**src/hw/eerd_regs.vh**
```
`ifndef EERD_REGS_VH
`define EERD_REGS_VH
`define EERD_TYPE_ARRAY 4'ha
`define EERD_TYPE_ARRAY_B 4'b1010
`define EERD_TYPE_IDPG_B 4'b1011
`define EERD_ADDR_W 17
`define EERD_ARRAY_FILL 8'hff
`define EERD_ST_IDLE 4'h0
`define EERD_ST_SEL 4'h1
`define EERD_ST_SEL_ACK 4'h2
`define EERD_ST_ADDR 4'h3
`define EERD_ST_ADDR_ACK 4'h4
`define EERD_ST_DATA 4'h5
`define EERD_ST_DATA_ACK 4'h6
`define EERD_ST_TX 4'h7
`define EERD_ST_TX_ACK 4'h8
`define EERD_ST_WAITP 4'h9
`define EERD_ST_TX_NEXT 4'ha
`define EERD_FIFO_DEPTH 32
`endif

```
**src/hw/eerd_fifo.v**
```verilog
module eerd_fifo #(
  parameter WIDTH = 8,
  parameter DEPTH = 32,
  parameter AW = 5
) (
  input wire clk,
  input wire rst_n,
  input wire [WIDTH-1:0] in_data,
  input wire in_valid,
  output wire in_ready,
  output reg [WIDTH-1:0] out_data,
  output wire out_valid,
  input wire out_ready,
  input wire flush
);
  reg [WIDTH-1:0] mem_q [0:DEPTH-1];
  reg [AW:0] wp_q;
  reg [AW:0] rp_q;
  wire empty = (wp_q == rp_q);
  wire full = (wp_q[AW-1:0] == rp_q[AW-1:0]) && (wp_q[AW] != rp_q[AW]);
  assign in_ready = !full;
  assign out_valid = !empty;
  always @* begin
    out_data = mem_q[rp_q[AW-1:0]];
  end
  always @(posedge clk) begin
    if (!rst_n || flush) begin
      wp_q <= {(AW+1){1'b0}};
      rp_q <= {(AW+1){1'b0}};
    end else begin
      if (in_valid && !full) begin
        wp_q <= wp_q + 1'b1;
      end
      if (out_ready && !empty) begin
        rp_q <= rp_q + 1'b1;
      end
    end
  end
  always @(posedge clk) begin
    if (in_valid && !full) begin
      mem_q[wp_q[AW-1:0]] <= in_data;
    end
  end
endmodule

```
**src/hw/eerd_top.v**
```verilog
`include "eerd_regs.vh"
module eerd_top #(
  parameter AW = 17,
  parameter FIFO_DEPTH = 32
) (
  input wire clk,
  input wire rst_n,
  input wire scl_in,
  input wire sda_in,
  output wire sda_out,
  output wire sda_oe,
  input wire chip_select_strap,
  input wire write_protect_input,
  input wire write_busy,
  input wire id_page_locked,
  output reg [AW-1:0] mem_addr,
  output reg mem_id_sel,
  output reg mem_rd_req,
  input wire [7:0] mem_rd_data,
  input wire mem_rd_valid,
  input wire mem_array_programmed,
  output reg [7:0] wr_byte,
  output reg wr_valid,
  input wire wr_ready,
  output reg [AW-1:0] addr_counter_q
);
  reg [1:0] scl_s_q;
  reg [1:0] sda_s_q;
  reg scl_q;
  reg sda_q;
  always @(posedge clk) begin
    if (!rst_n) begin
      scl_s_q <= 2'b11;
      sda_s_q <= 2'b11;
      scl_q <= 1'b1;
      sda_q <= 1'b1;
    end else begin
      scl_s_q <= {scl_s_q[0], scl_in};
      sda_s_q <= {sda_s_q[0], sda_in};
      scl_q <= scl_s_q[1];
      sda_q <= sda_s_q[1];
    end
  end
  wire scl = scl_s_q[1];
  wire sda = sda_s_q[1];
  wire scl_rise = scl && !scl_q;
  wire scl_fall = !scl && scl_q;
  wire start_c = scl && scl_q && sda_q && !sda;
  wire stop_c = scl && scl_q && !sda_q && sda;

  function sel_match;
    input [7:0] b;
    input strap;
    begin
      sel_match = ((b[7:4] == `EERD_TYPE_ARRAY_B) ||
        (b[7:4] == `EERD_TYPE_IDPG_B)) && (b[2] == strap);
    end
  endfunction

  // read address: id page uses only the low byte
  function [AW-1:0] rd_addr;
    input id;
    input [AW-1:0] cnt;
    begin
      if (id) begin
        rd_addr = {{(AW-8){1'b0}}, cnt[7:0]};
      end else begin
        rd_addr = cnt;
      end
    end
  endfunction

  // data byte ack: lock for id page, protect for array
  function data_ack;
    input id;
    input locked;
    input wp;
    begin
      if (id) begin
        data_ack = !locked;
      end else begin
        data_ack = !wp;
      end
    end
  endfunction

  // counter step: id page wraps in its own byte
  function [AW-1:0] next_addr;
    input id;
    input [AW-1:0] cnt;
    begin
      if (id) begin
        next_addr = {cnt[AW-1:8], cnt[7:0] + 8'd1};
      end else begin
        next_addr = cnt + {{(AW-1){1'b0}}, 1'b1};
      end
    end
  endfunction

  reg [3:0] st_q;
  reg [2:0] bit_q;
  reg [7:0] sh_q;
  reg [1:0] abyte_q;
  reg id_q;
  reg rd_q;
  reg drv_q;
  reg [7:0] tx_q;
  reg [15:0] alat_q;
  reg a16_q;
  reg fetch_q;
  reg ackph_q;
  wire [7:0] rx = {sh_q[6:0], sda};

  wire [7:0] ff_out;
  wire ff_valid;
  wire ff_in_ready;
  reg ff_pop;
  eerd_fifo #(.WIDTH(8), .DEPTH(FIFO_DEPTH), .AW(5)) u_fifo (
    .clk(clk),
    .rst_n(rst_n),
    .in_data(mem_array_programmed || mem_id_sel ? mem_rd_data :
      `EERD_ARRAY_FILL),
    .in_valid(mem_rd_valid),
    .in_ready(ff_in_ready),
    .out_data(ff_out),
    .out_valid(ff_valid),
    .out_ready(ff_pop),
    .flush(start_c || stop_c)
  );

  assign sda_out = 1'b0;
  assign sda_oe = drv_q;

  always @(posedge clk) begin
    if (!rst_n) begin
      st_q <= `EERD_ST_IDLE;
      bit_q <= 3'd0;
      sh_q <= 8'h00;
      abyte_q <= 2'd0;
      id_q <= 1'b0;
      rd_q <= 1'b0;
      drv_q <= 1'b0;
      tx_q <= 8'hff;
      alat_q <= 16'h0000;
      a16_q <= 1'b0;
      addr_counter_q <= {AW{1'b0}};
      mem_addr <= {AW{1'b0}};
      mem_id_sel <= 1'b0;
      mem_rd_req <= 1'b0;
      fetch_q <= 1'b0;
      ackph_q <= 1'b0;
      wr_byte <= 8'h00;
      wr_valid <= 1'b0;
      ff_pop <= 1'b0;
    end else begin
      mem_rd_req <= 1'b0;
      ff_pop <= 1'b0;
      if (wr_valid && wr_ready) begin
        wr_valid <= 1'b0;
      end
      if (start_c) begin
        st_q <= `EERD_ST_SEL;
        bit_q <= 3'd0;
        drv_q <= 1'b0;
        fetch_q <= 1'b0;
        ackph_q <= 1'b0;
      end else if (stop_c) begin
        st_q <= `EERD_ST_IDLE;
        drv_q <= 1'b0;
        fetch_q <= 1'b0;
        ackph_q <= 1'b0;
      end else begin
        case (st_q)
          `EERD_ST_IDLE, `EERD_ST_WAITP: begin
            drv_q <= 1'b0;
          end
          `EERD_ST_SEL, `EERD_ST_ADDR, `EERD_ST_DATA: begin
            if (scl_rise) begin
              sh_q <= rx;
              bit_q <= bit_q + 3'd1;
              if (bit_q == 3'd7) begin
                if (st_q == `EERD_ST_SEL) begin
                  if (sel_match(rx, chip_select_strap) && !write_busy) begin
                    st_q <= `EERD_ST_SEL_ACK;
                    id_q <= (rx[7:4] == `EERD_TYPE_IDPG_B);
                    rd_q <= rx[0];
                    if (!rx[0]) begin
                      a16_q <= rx[1];
                    end
                  end else begin
                    st_q <= `EERD_ST_WAITP;
                  end
                end else if (st_q == `EERD_ST_ADDR) begin
                  st_q <= `EERD_ST_ADDR_ACK;
                  if (abyte_q == 2'd0) begin
                    alat_q[15:8] <= rx;
                  end else begin
                    alat_q[7:0] <= rx;
                    addr_counter_q <= {a16_q, alat_q[15:8], rx};
                  end
                end else begin
                  st_q <= `EERD_ST_DATA_ACK;
                  wr_byte <= rx;
                  wr_valid <= data_ack(id_q, id_page_locked,
                    write_protect_input);
                end
              end
            end
          end
          `EERD_ST_SEL_ACK, `EERD_ST_ADDR_ACK, `EERD_ST_DATA_ACK: begin
            if (scl_fall && !ackph_q) begin
              // ack slot opens: drive or withhold once
              ackph_q <= 1'b1;
              drv_q <= (st_q != `EERD_ST_DATA_ACK) ||
                data_ack(id_q, id_page_locked, write_protect_input);
              if (st_q == `EERD_ST_SEL_ACK && rd_q) begin
                // fetch at counter
                mem_addr <= rd_addr(id_q, addr_counter_q);
                mem_id_sel <= id_q;
                mem_rd_req <= ff_in_ready;
                fetch_q <= 1'b1;
              end
            end else if (scl_fall && !drv_q) begin
              // withheld ack: ignore bus until start
              ackph_q <= 1'b0;
              st_q <= `EERD_ST_WAITP;
            end else if (scl_fall) begin
              ackph_q <= 1'b0;
              drv_q <= 1'b0;
              bit_q <= 3'd0;
              if (st_q == `EERD_ST_SEL_ACK) begin
                abyte_q <= 2'd0;
                st_q <= rd_q ? `EERD_ST_TX : `EERD_ST_ADDR;
                if (rd_q) begin
                  tx_q <= ff_out;
                  drv_q <= !ff_out[7];
                  ff_pop <= 1'b1;
                end
              end else if (st_q == `EERD_ST_ADDR_ACK) begin
                abyte_q <= abyte_q + 2'd1;
                st_q <= (abyte_q == 2'd0) ? `EERD_ST_ADDR : `EERD_ST_DATA;
              end else begin
                st_q <= `EERD_ST_DATA;
              end
            end
          end
          `EERD_ST_TX_NEXT: begin
            // next byte leaves after master ack slot ends
            if (scl_fall) begin
              bit_q <= 3'd0;
              tx_q <= ff_out;
              drv_q <= !ff_out[7];
              ff_pop <= 1'b1;
              st_q <= `EERD_ST_TX;
            end
          end
          `EERD_ST_TX: begin
            if (scl_fall) begin
              bit_q <= bit_q + 3'd1;
              if (bit_q == 3'd7) begin
                drv_q <= 1'b0;
                st_q <= `EERD_ST_TX_ACK;
                // wrap by width
                addr_counter_q <= next_addr(id_q, addr_counter_q);
              end else begin
                drv_q <= !tx_q[3'd6 - bit_q];
              end
            end
          end
          `EERD_ST_TX_ACK: begin
            if (scl_rise) begin
              if (sda) begin
                st_q <= `EERD_ST_WAITP;
              end else begin
                // drive stays off while the clock is high
                mem_addr <= rd_addr(id_q, addr_counter_q);
                mem_rd_req <= ff_in_ready;
                st_q <= `EERD_ST_TX_NEXT;
              end
            end
          end
          default: begin
            st_q <= `EERD_ST_IDLE;
          end
        endcase
      end
    end
  end
endmodule

```
**config.mk**
```make
export PLATFORM = sky130hd
export DESIGN_NAME = eerd_top
export DESIGN_NICKNAME = d
export VERILOG_FILES = /design/src/hw/eerd_fifo.v /design/src/hw/eerd_top.v
export VERILOG_INCLUDE_DIRS = /design/src /design/src/hw
export SDC_FILE = /design/constraint.sdc
export NUM_CORES = 1
export LEC_CHECK = 0
export BUFFER_PORTS_ARGS = -buffer_cell sky130_fd_sc_hd__buf_2
export CAP_MARGIN = 40
export CORE_ASPECT_RATIO = 1.1
export CORE_MARGIN = 2
export CORE_UTILIZATION = 55
export DETAILED_ROUTE_END_ITERATION = 16
export GPL_TIMING_DRIVEN = 0
export MAX_ROUTING_LAYER = met4
export PLACE_DENSITY = 0.78
export SYNTH_ARGS = -nofsm -noshare
export SYNTH_HDL_FRONTEND = slang
export SYNTH_SLANG_ARGS = --single-unit
```
**constraint.sdc**
```tcl
create_clock -name clk -period 2.4 [get_ports clk]
set_clock_uncertainty 0.05 [all_clocks]
set_input_delay 0.24 -clock clk [delete_from_list [all_inputs] [get_ports clk]]
set_output_delay 0.24 -clock clk [all_outputs]
set_load 0.01 [all_outputs]
```
==> results of run 1 <==
metal layers:
layer / routed length [um] / vias to the layer above / part of all wire [%]
met3: 3170 / 70 / 8.6
met1: 15400 / 4908 / 42
met5: 0 / - / 0
li1: - / 4371 / -
met4: 864 / 0 / 2.3
met2: 17400 / 485 / 47
worst max-delay path: cells and delay by family, from the launching register on:
kind	cells	cell delay (ns)
AND/OR/NAND/NOR	2	1.12
flip-flops	1	0.36
buffers and inverters	1	0.51
flip-flops by register name, summed over array words and instances, names as in the netlist, 2 cells and up, named ones only:
register	cells
sda_s_q	2
bit_q	3
u_fifo.wp_q	6
abyte_q	2
alat_q	8
addr_counter_q	17
wr_byte	8
u_fifo.mem_q	256
sh_q	7
scl_s_q	2
u_fifo.rp_q	6
tx_q	8
mem_addr	17
st_q	4
cell usage after synthesis (5+ instances only):
library cell  number
buf_2             14
mux2_2             6
o22ai_1           22
mux2i_1           30
o41ai_1            7
o211ai_1           6
nand2b_1          19
or3_1              6
nand3b_1          15
and3_1             5
mux4_2            58
a22oi_1            7
dfxtp_1          106
or3b_2             5
buf_6              5
buf_4              8
a21oi_1           76
nand3_1           20
xor2_1            15
o221ai_1           6
edfxtp_1         256
nand4_1            9
nor2b_1            8
nor2_1           102
nor3_1            12
o21ai_0           24
xnor2_1            7
clkbuf_1          29
nand2_1           92
or2_2             10
ha_1              10
a31oi_1            7
o22a_1             8
inv_1             14
a211oi_1           8
layout by cell type (no fill, tap or decap), types with 22 or more instances in the layout:
| cell | synthesis | final |
|---|---|---|
| a21oi_1 | 76 | 75 |
| buf_2 | 14 | 77 |
| clkbuf_1 | 29 | 33 |
| clkbuf_16 | 0 | 38 |
| dfxtp_1 | 106 | 106 |
| edfxtp_1 | 256 | 256 |
| mux2i_1 | 30 | 30 |
| mux4_2 | 58 | 58 |
| nand2_1 | 92 | 88 |
| nor2_1 | 102 | 70 |
| nor2_4 | 0 | 31 |
| o21ai_0 | 24 | 24 |
| o22ai_1 | 22 | 22 |
per-stage QoR:
step	power (uW)	TNS [ns]
finish	12800	0
detailed placement	7170	-112.29
CTS	12800	-4.70
floorplan	7040	0
global placement	7150	-102.18
global route	13100	-0.0616
how the worst max path moves through the flow:
| stage | from | end | slack, ns | cells past startpoint |
|---|---|---|---|---|
| finish | u_fifo.wp_q[3]$_SDFFE_PP0P_ | u_fifo.mem_q[30][0]$_DFFE_PP_ | 0.003 | 3 |
| global route | u_fifo.wp_q[3]$_SDFFE_PP0P_ | u_fifo.mem_q[29][0]$_DFFE_PP_ | -0.007 | 3 |
| CTS | u_fifo.wp_q[4]$_SDFFE_PP0P_ | u_fifo.mem_q[1][1]$_DFFE_PP_ | -0.08 | 6 |
| detailed placement | u_fifo.wp_q[4]$_SDFFE_PP0P_ | u_fifo.mem_q[20][0]$_DFFE_PP_ | -0.61 | 6 |
| global placement | u_fifo.wp_q[4]$_SDFFE_PP0P_ | u_fifo.mem_q[21][0]$_DFFE_PP_ | -0.50 | 6 |
| floorplan | u_fifo.wp_q[4]$_SDFFE_PP0P_ | u_fifo.mem_q[31][0]$_DFFE_PP_ | 0.23 | 6 |
logic make-up after synthesis:
logic type / Yosys count / synth area share [%]
AOI/OAI and AO/OA: 195 / 8.43
xor gates and xnor gates: 22 / 1.28
adders and majority gates: 10 / 0.831
buffers and inverters: 74 / 2.42
DFF: 362 / 65.2
muxes: 94 / 11.1
other: 1 / 0.0249
and+or+nand+nor: 326 / 10.7
what timing repair did:
item / in CTS / in global routing
setup buffers: 1 / 3
pin swaps: 1 / 1
gates resized for setup: 67 / 20
endpoints found under the setup margin: 259 / 220
cloned: 0 / 1
endpoints found under the hold margin: 6 / 0
hold buffers: 3 / 0
power groups by stage:
stage          Sequential, uW  Clock (uW)  Combinational, uW
2_1_floorplan            6860           0                180
3_3_place_gp             6870           0                288
3_5_place_dp             6870           0                298
4_1_cts                  6730        5760                329
5_1_grt                  6730        5990                375
6_report                 6730        5690                351
area by class of cell:
type	count	area share, %
plain buffers	60	1.91
diodes	1	0.0143
clock inverters	23	1.22
well taps	357	2.56
multi-input cells	649	29.7
repair buffers	72	2.36
inverters	14	0.301
clock buffers	47	5.75
flip-flops and latches	362	56.2
==> impl_metrics.toml, run 1 <==
[layout]
ff_latch_area_um2 = 9810
final_area_um2 = 17500
layout-drive-gt1-share_pct = 23.8
finalNetCount = 1226
final_cells = 1585
fill_cells = 1926
multiInputGateArea_um2 = 5190
fin_util_pct = 64.8
syn_to_final_growth_pct = 16.1

[synthesis]
synth_edf_count = 256
async_reset_ff_share_pct = 0
synth_nets = 1113
synth_ff_type = "edfxtp_1"
synth_top_area_share_pct = 51.1
ys_types = 70
netlist_area_um2 = 15100
synth_seq_cells = 362
postSynthCellCount = 1084
yosys_warnings = 0
avgSynthCellArea_um2 = 13.9
ys_top_cells_by_area = "edfxtp_1, dfxtp_1, mux4_2, nor2_1, a21oi_1"
ys_seq_area_share_pct = 65.2
yosysTopAreaCell = "edfxtp_1"

[placed_design]
place_area_um2 = 15800
dpl.hpwl_um = 23700
dp_slack_ns = -0.612
port_buffers = 64
placed_cells = 1506
place.gp.congestion = 0.949

[setup_path]
crit_slowest_cell = "nand3_1"
path_cells = "clkbuf_1 > nand3_1 > nor2_4"
r2r_end = "u_fifo.mem_q[30][0]$_DFFE_PP_"
crit_fanout = 11
r2r_cells = 3
crit_type = "reg -> reg"
r2r_slack_ns = 0.003
required_ns = 2.54
r2r_start = "u_fifo.wp_q[3]$_SDFFE_PP0P_"
crit_arrival_ns = 2.53
end_kind = "flop"
max_stage_delay_ns = 0.63
startpoint_type = "flop"

[pwr]
p_sw_uw = 2720
power_density_nw_per_um2 = 732
combPwrFrac_pct = 2.7
p_leak_uw = 0.00577
switching_share_pct = 21.3
irDropWorstVdd_v = 0.000566
p_seq_share_pct = 52.7
p_int_uw = 10100
clkPwrFrac_pct = 44.6

[sta]
finalCritPeriodShare_pct = 99.9
max_freq_mhz = 417
drv_slew = 0
setup_violations = 0
slew_headroom_pct = 44.5
finalHoldViolCount = 0
fin_hold_ws_ns = 0.0684
post-route-min-period_ns = 2.40
worst_slack_ns = 0.00276
tightestPinTransition_ns = 0.832

[detailed_routing]
via_per_inst = 6.20
drt-total-wl_um = 36800
ant_nets = 0
via_count = 9834
wl_per_cell_um = 23.2
drt_iter0_drc = 1091
drt_first_pass_iters = 5
route.detailed.drc = 0

[worst_hold_path]
min-delay-start = "wr_ready"
min_path_cells = 4
hp-class = "in -> reg"
hold_end = "wr_valid$_SDFF_PN0_"

[outcome]
status = "finished, final reports clean"

[global_routing]
grt_usage_pct = 26.3
grt_max_degree = 33
grt_use_met1_pct = 36.3
met2_usage_pct = 40.7
gr-usage-met3_pct = 4.77
antenna_found_initial = 0
grt_pass1_wl_um = 55400
grt_pass1_vias = 9367
top_usage_layer = "met2"
overflow = 0

[flow_run]
cap_violations = 0

[clock_network]
clk_path_buf_depth = 3
cts_tree = "built"
root_buffer = "clkbuf_16"
htree_levels = 2
clock_latency_ns = 0.55
cts_buffers = 38
clock_sinks = 362
clkSlewWorstSetupHoldPaths_ns = 0.06

[floorplan]
core_um2 = 27000
die_height_um = 177
pin_count = 66
fp-row-count = 63
dieArea_um2 = 28700
initial_utilization_pct = 55.8
die_x_um = 162
Note: power is estimated with default switching activity, not from simulation.
==> run 2: changes to the inputs <==
CAP_MARGIN = 20   (was 40)
PLACE_DENSITY = unset   (was 0.78)
PLACE_DENSITY_LB_ADDON = 0.25   (was unset)
==> impl_metrics.toml, run 2 (synthesis results as in run 1) <==
[sta]
drv_slew = 0
tightestPinTransition_ns = 0.860
final.setup.tns_ns = 0
post-route-min-period_ns = 2.33
max_freq_mhz = 429
finalHoldViolCount = 0
finalCritPeriodShare_pct = 97.1
fin_hold_ws_ns = 0.0822
slew_headroom_pct = 42.5
setup_violations = 0

[global_routing]
grt_usage_pct = 26.2
grt_use_met1_pct = 35.5
grt_pass1_vias = 9299
overflow = 0
grt_max_degree = 33
grt_pass1_wl_um = 54900
gr-usage-met3_pct = 4.72
top_usage_layer = "met2"
antenna_found_initial = 0
met2_usage_pct = 40.8

[clock_network]
clk_path_buf_depth = 3
clock_sinks = 362
cts_buffers = 38
htree_levels = 2
clkSlewWorstSetupHoldPaths_ns = 0.06
cts_tree = "built"
root_buffer = "clkbuf_16"
clock_latency_ns = 0.54

[detailed_routing]
via_per_inst = 6.10
route.detailed.drc = 0
wl_per_cell_um = 22.8
via_count = 9656
drt_iter0_drc = 870
ant_nets = 0
drt_first_pass_iters = 5
drt-total-wl_um = 36000

[layout]
layout_commonest_cell = "edfxtp_1"
largest_reg_flops = 256
most-common-layout-cells = "edfxtp_1, dfxtp_1, nand2_1, buf_2, a21oi_1"
fill_cells = 1929
syn_to_final_growth_pct = 16.7
multiInputGateArea_um2 = 5200
layout-drive-gt1-share_pct = 24.2
antenna_cells = 0
ff_latch_area_um2 = 9810
finalNetCount = 1227

[setup_path]
required_ns = 2.76
end_kind = "flop"
crit_fanout = 10
crit_type = "reg -> reg"
max_stage_delay_ns = 0.57
worst-path-buf-inv = 3
crit_slowest_cell = "mux4_2"
startpoint_type = "flop"
cp_top_family = "buffers and inverters"
path_cells = "buf_2 > buf_6 > buf_4 > mux4_2 > o221ai_1 > o41ai_1"
crit_arrival_ns = 2.69

[pwr]
irDropWorstVdd_v = 0.000654
combPwrFrac_pct = 2.7
p_leak_uw = 0.00579
p_sw_uw = 2660
report.power.total_uw = 12900
clkPwrFrac_pct = 45.0
p_seq_share_pct = 52.3
switching_share_pct = 20.7
power_density_nw_per_um2 = 733
p_int_uw = 10200

[outcome]
status = "finished, final reports clean"

[placed_design]
place.gp.congestion = 0.939
dpl.hpwl_um = 23800
port_buffers = 64

[floorplan]
pin_count = 66
fp-row-count = 63
die_x_um = 162
die_height_um = 177
core_um2 = 27000
initial_utilization_pct = 55.8
dieArea_um2 = 28700

[worst_hold_path]
hp-class = "in -> reg"

[flow_run]
cap_violations = 0
run 2: final cells by class:
| class | count | share of cell area, % |
|---|---|---|
| timing repair buffer | 74 | 2.65 |
| clock inverter | 13 | 0.997 |
| sequential | 362 | 55.8 |
| buffer | 60 | 1.87 |
| inverter | 14 | 0.299 |
| multi-input combinational | 648 | 29.6 |
| clock buffer | 55 | 6.18 |
| tap | 357 | 2.54 |
run 2: repair_timing:
item,4_1_cts,5_1_grt
hold buffers,3,0
resized for setup,73,22
setup buffers,0,7
hold endpoints to repair,6,0
setup endpoints to repair,260,257
pin swaps,0,12
run 2: tightest hold or removal path, stage by stage:
cell and delay, ns:
buf_2 0.07, nand3b_1 0.09, o21ai_0 0.07, and2_1 0.14
run 2: stage by stage:
stage	std cells	setup WS, ns	utilization, %	area, um^2
after CTS	1576	-0.113	64.5	17400
final	1583	0.0696	65.2	17600
after detailed placement	1505	-0.606	58.7	15800
after global placement	1505	-0.511	58.7	15800
after floorplan	1084	0.228	-	15100
after global routing	1583	-0.0170	65.2	17600
run 2: worst paths after layout:
| kind | start | end | slack (ns) | cells after the start |
|---|---|---|---|---|
| max reg2reg | flop | tx_q[1]$_SDFFE_PN1P_ | 0.07 | 6 |
| max | flop | tx_q[1]$_SDFFE_PN1P_ | 0.07 | 6 |
| min | wr_ready | wr_valid$_SDFF_PN0_ | 0.08 | 4 |
| min reg2reg | sda_s_q[0]$_SDFF_PN1_ | sda_s_q[1]$_SDFF_PN1_ | 0.37 | 1 |
run 2: layer usage:
layer	part of all wire, %	wire length [um]
met4	2.4	878
met3	7.6	2730
met2	48	17500
met1	41	14900
met5	0	0
run 2: power by group through the flow:
stage	registers, uW	logic (uW)	clock network (uW)
after floorplan	6860	180	0
after global placement	6870	292	0
after detailed placement	6870	302	0
after CTS	6730	332	5870
after global routing	6730	371	6140
final	6730	344	5800
==> run 3: changes to the inputs <==
CELL_PAD_IN_SITES_DETAIL_PLACEMENT = 1   (was unset)
CELL_PAD_IN_SITES_GLOBAL_PLACEMENT = 1   (was unset)
CORE_UTILIZATION = 51   (was 55)
==> impl_metrics.toml, run 3 (synthesis results as in run 1) <==
[pwr]
power_density_nw_per_um2 = 741
switching_share_pct = 20.6
p_sw_uw = 2690
irDropWorstVdd_v = 0.000697
p_seq_share_pct = 51.6
combPwrFrac_pct = 2.7
p_leak_uw = 0.00582
report.power.total_uw = 13000
clkPwrFrac_pct = 45.6
p_int_uw = 10400

[global_routing]
grt_pass1_wl_um = 63200
grt_pass1_vias = 10500
overflow = 0
grt_max_degree = 33
grt_usage_pct = 28.2
antenna_found_initial = 0

[setup_path]
required_ns = 2.52
path_cells = "clkbuf_1 > nand3_1 > nor2_4"
crit_fanout = 10
startpoint_type = "flop"
crit_type = "reg -> reg"
end_kind = "flop"
crit_slowest_cell = "nand3_1"
crit_arrival_ns = 2.48
max_stage_delay_ns = 0.62

[sta]
rsz0062_at_grt = "no"
slew_headroom_pct = 49.3
final.setup.tns_ns = 0
tightestPinTransition_ns = 0.761
drv_slew = 0
finalHoldViolCount = 0
setup_violations = 0
max_freq_mhz = 423
post-route-min-period_ns = 2.36
worst_slack_ns = 0.0367
finalCritPeriodShare_pct = 98.5

[clock_network]
clkSlewWorstSetupHoldPaths_ns = 0.06
htree_levels = 2
root_buffer = "clkbuf_16"
clock_latency_ns = 0.53
clk_path_buf_depth = 3
cts_buffers = 38
cts_tree = "built"
clock_sinks = 362

[floorplan]
die_height_um = 184
die_x_um = 168
core_um2 = 28900
fp-row-count = 65
pin_count = 66
initial_utilization_pct = 52.1
dieArea_um2 = 30900

[layout]
most-common-layout-cells = "edfxtp_1, dfxtp_1, nand2_1, buf_2, a21oi_1"
finalNetCount = 1228
fin_util_pct = 61.0
layout_commonest_cell = "edfxtp_1"
syn_to_final_growth_pct = 17.0
largest_reg_flops = 256
fill_cells = 2801
multiInputGateArea_um2 = 5230
ff_latch_area_um2 = 9810
layout-drive-gt1-share_pct = 25.2
antenna_cells = 0
final_area_um2 = 17600

[detailed_routing]
via_per_inst = 6.20
ant_nets = 0
drt_iter0_drc = 1058
wl_per_cell_um = 26.0
via_count = 9890
drt-total-wl_um = 41600
route.detailed.drc = 0
drt_first_pass_iters = 5

[placed_design]
port_buffers = 64
dp_slack_ns = -0.749
place_area_um2 = 15800
place.gp.congestion = 0.870
dpl.hpwl_um = 27300

[worst_hold_path]
hp-class = "in -> reg"

[outcome]
status = "finished, final reports clean"

[flow_run]
cap_violations = 0
==> run 3: cell count changes in the layout (fill, tap and decap cells not counted), moves of 2 or more <==
| cell | delta |
|---|---|
| clkinv_2 | +2 |
| dfxtp_2 | +2 |
| clkinv_8 | -3 |
| clkbuf_2 | +4 |
| bufinv_16 | +3 |
| dfxtp_1 | -2 |
| clkbuf_8 | -5 |
| clkbuf_1 | -4 |
| clkinvlp_4 | +3 |
| buf_4 | +2 |
==> run 3: power by group through the flow <==
stage	Clock [uW]	Combinational, uW	Sequential [uW]
floorplan	0	180	6860
CTS	6050	347	6730
global placement	0	295	6870
detailed placement	0	308	6870
global route	6280	388	6730
finish	5960	359	6730
==> run 3: worst paths after layout <==
kind	from	endpoint	slack (ns)	depth (start not counted)
worst max-delay path	u_fifo.wp_q[3]$_SDFFE_PP0P_	u_fifo.mem_q[30][2]$_DFFE_PP_	0.04	3
worst min-delay path	wr_ready	wr_valid$_SDFF_PN0_	0.09	4
worst max register to register	u_fifo.wp_q[3]$_SDFFE_PP0P_	u_fifo.mem_q[30][2]$_DFFE_PP_	0.04	3
worst min register to register	scl_s_q[0]$_SDFF_PN1_	scl_s_q[1]$_SDFF_PN1_	0.38	1
==> run 3: layer usage <==
layer | global-route usage [%] | wire length [um] | up-vias
met3 | 4.06 | 2260 | 113
met2 | 47.8 | 21100 | 369
met1 | 34.1 | 16400 | 5033
li1 | - | - | 4375
met4 | 12.3 | 1830 | 0
met5 | - | 0 | -
==> run 3: what timing repair did <==
item                                    in CTS  in global routing
resized for setup                           83                 24
endpoints found under the setup margin     263                292
setup buffers                                3                  5
pin swaps                                    1                  5
endpoints found under the hold margin        6                  0
hold buffers                                 3                  0
==> run 3: layout make-up <==
class | instances | share of cell area, %
Tap cell | 368 | 2.61
Sequential cell | 362 | 55.7
Multi-Input combinational cell | 648 | 29.7
Clock inverter | 19 | 1.34
Inverter | 14 | 0.298
Buffer | 60 | 1.90
Timing Repair Buffer | 75 | 2.69
Clock buffer | 50 | 5.78
==> run 3: through the flow <==
stage	cells	hold WS [ns]
CTS	1591	0.0670
floorplan	1084	0.263
finish	1596	0.0858
detailed placement	1516	0.358
global route	1596	0.117
global placement	1516	0.350
==> run 3: worst max-delay path: cells and delay by family (launching register included) <==
family,cells,cell delay (ns)
flip-flops,1,0.34
AND/OR/NAND/NOR,2,1.12
buffers and inverters,1,0.50
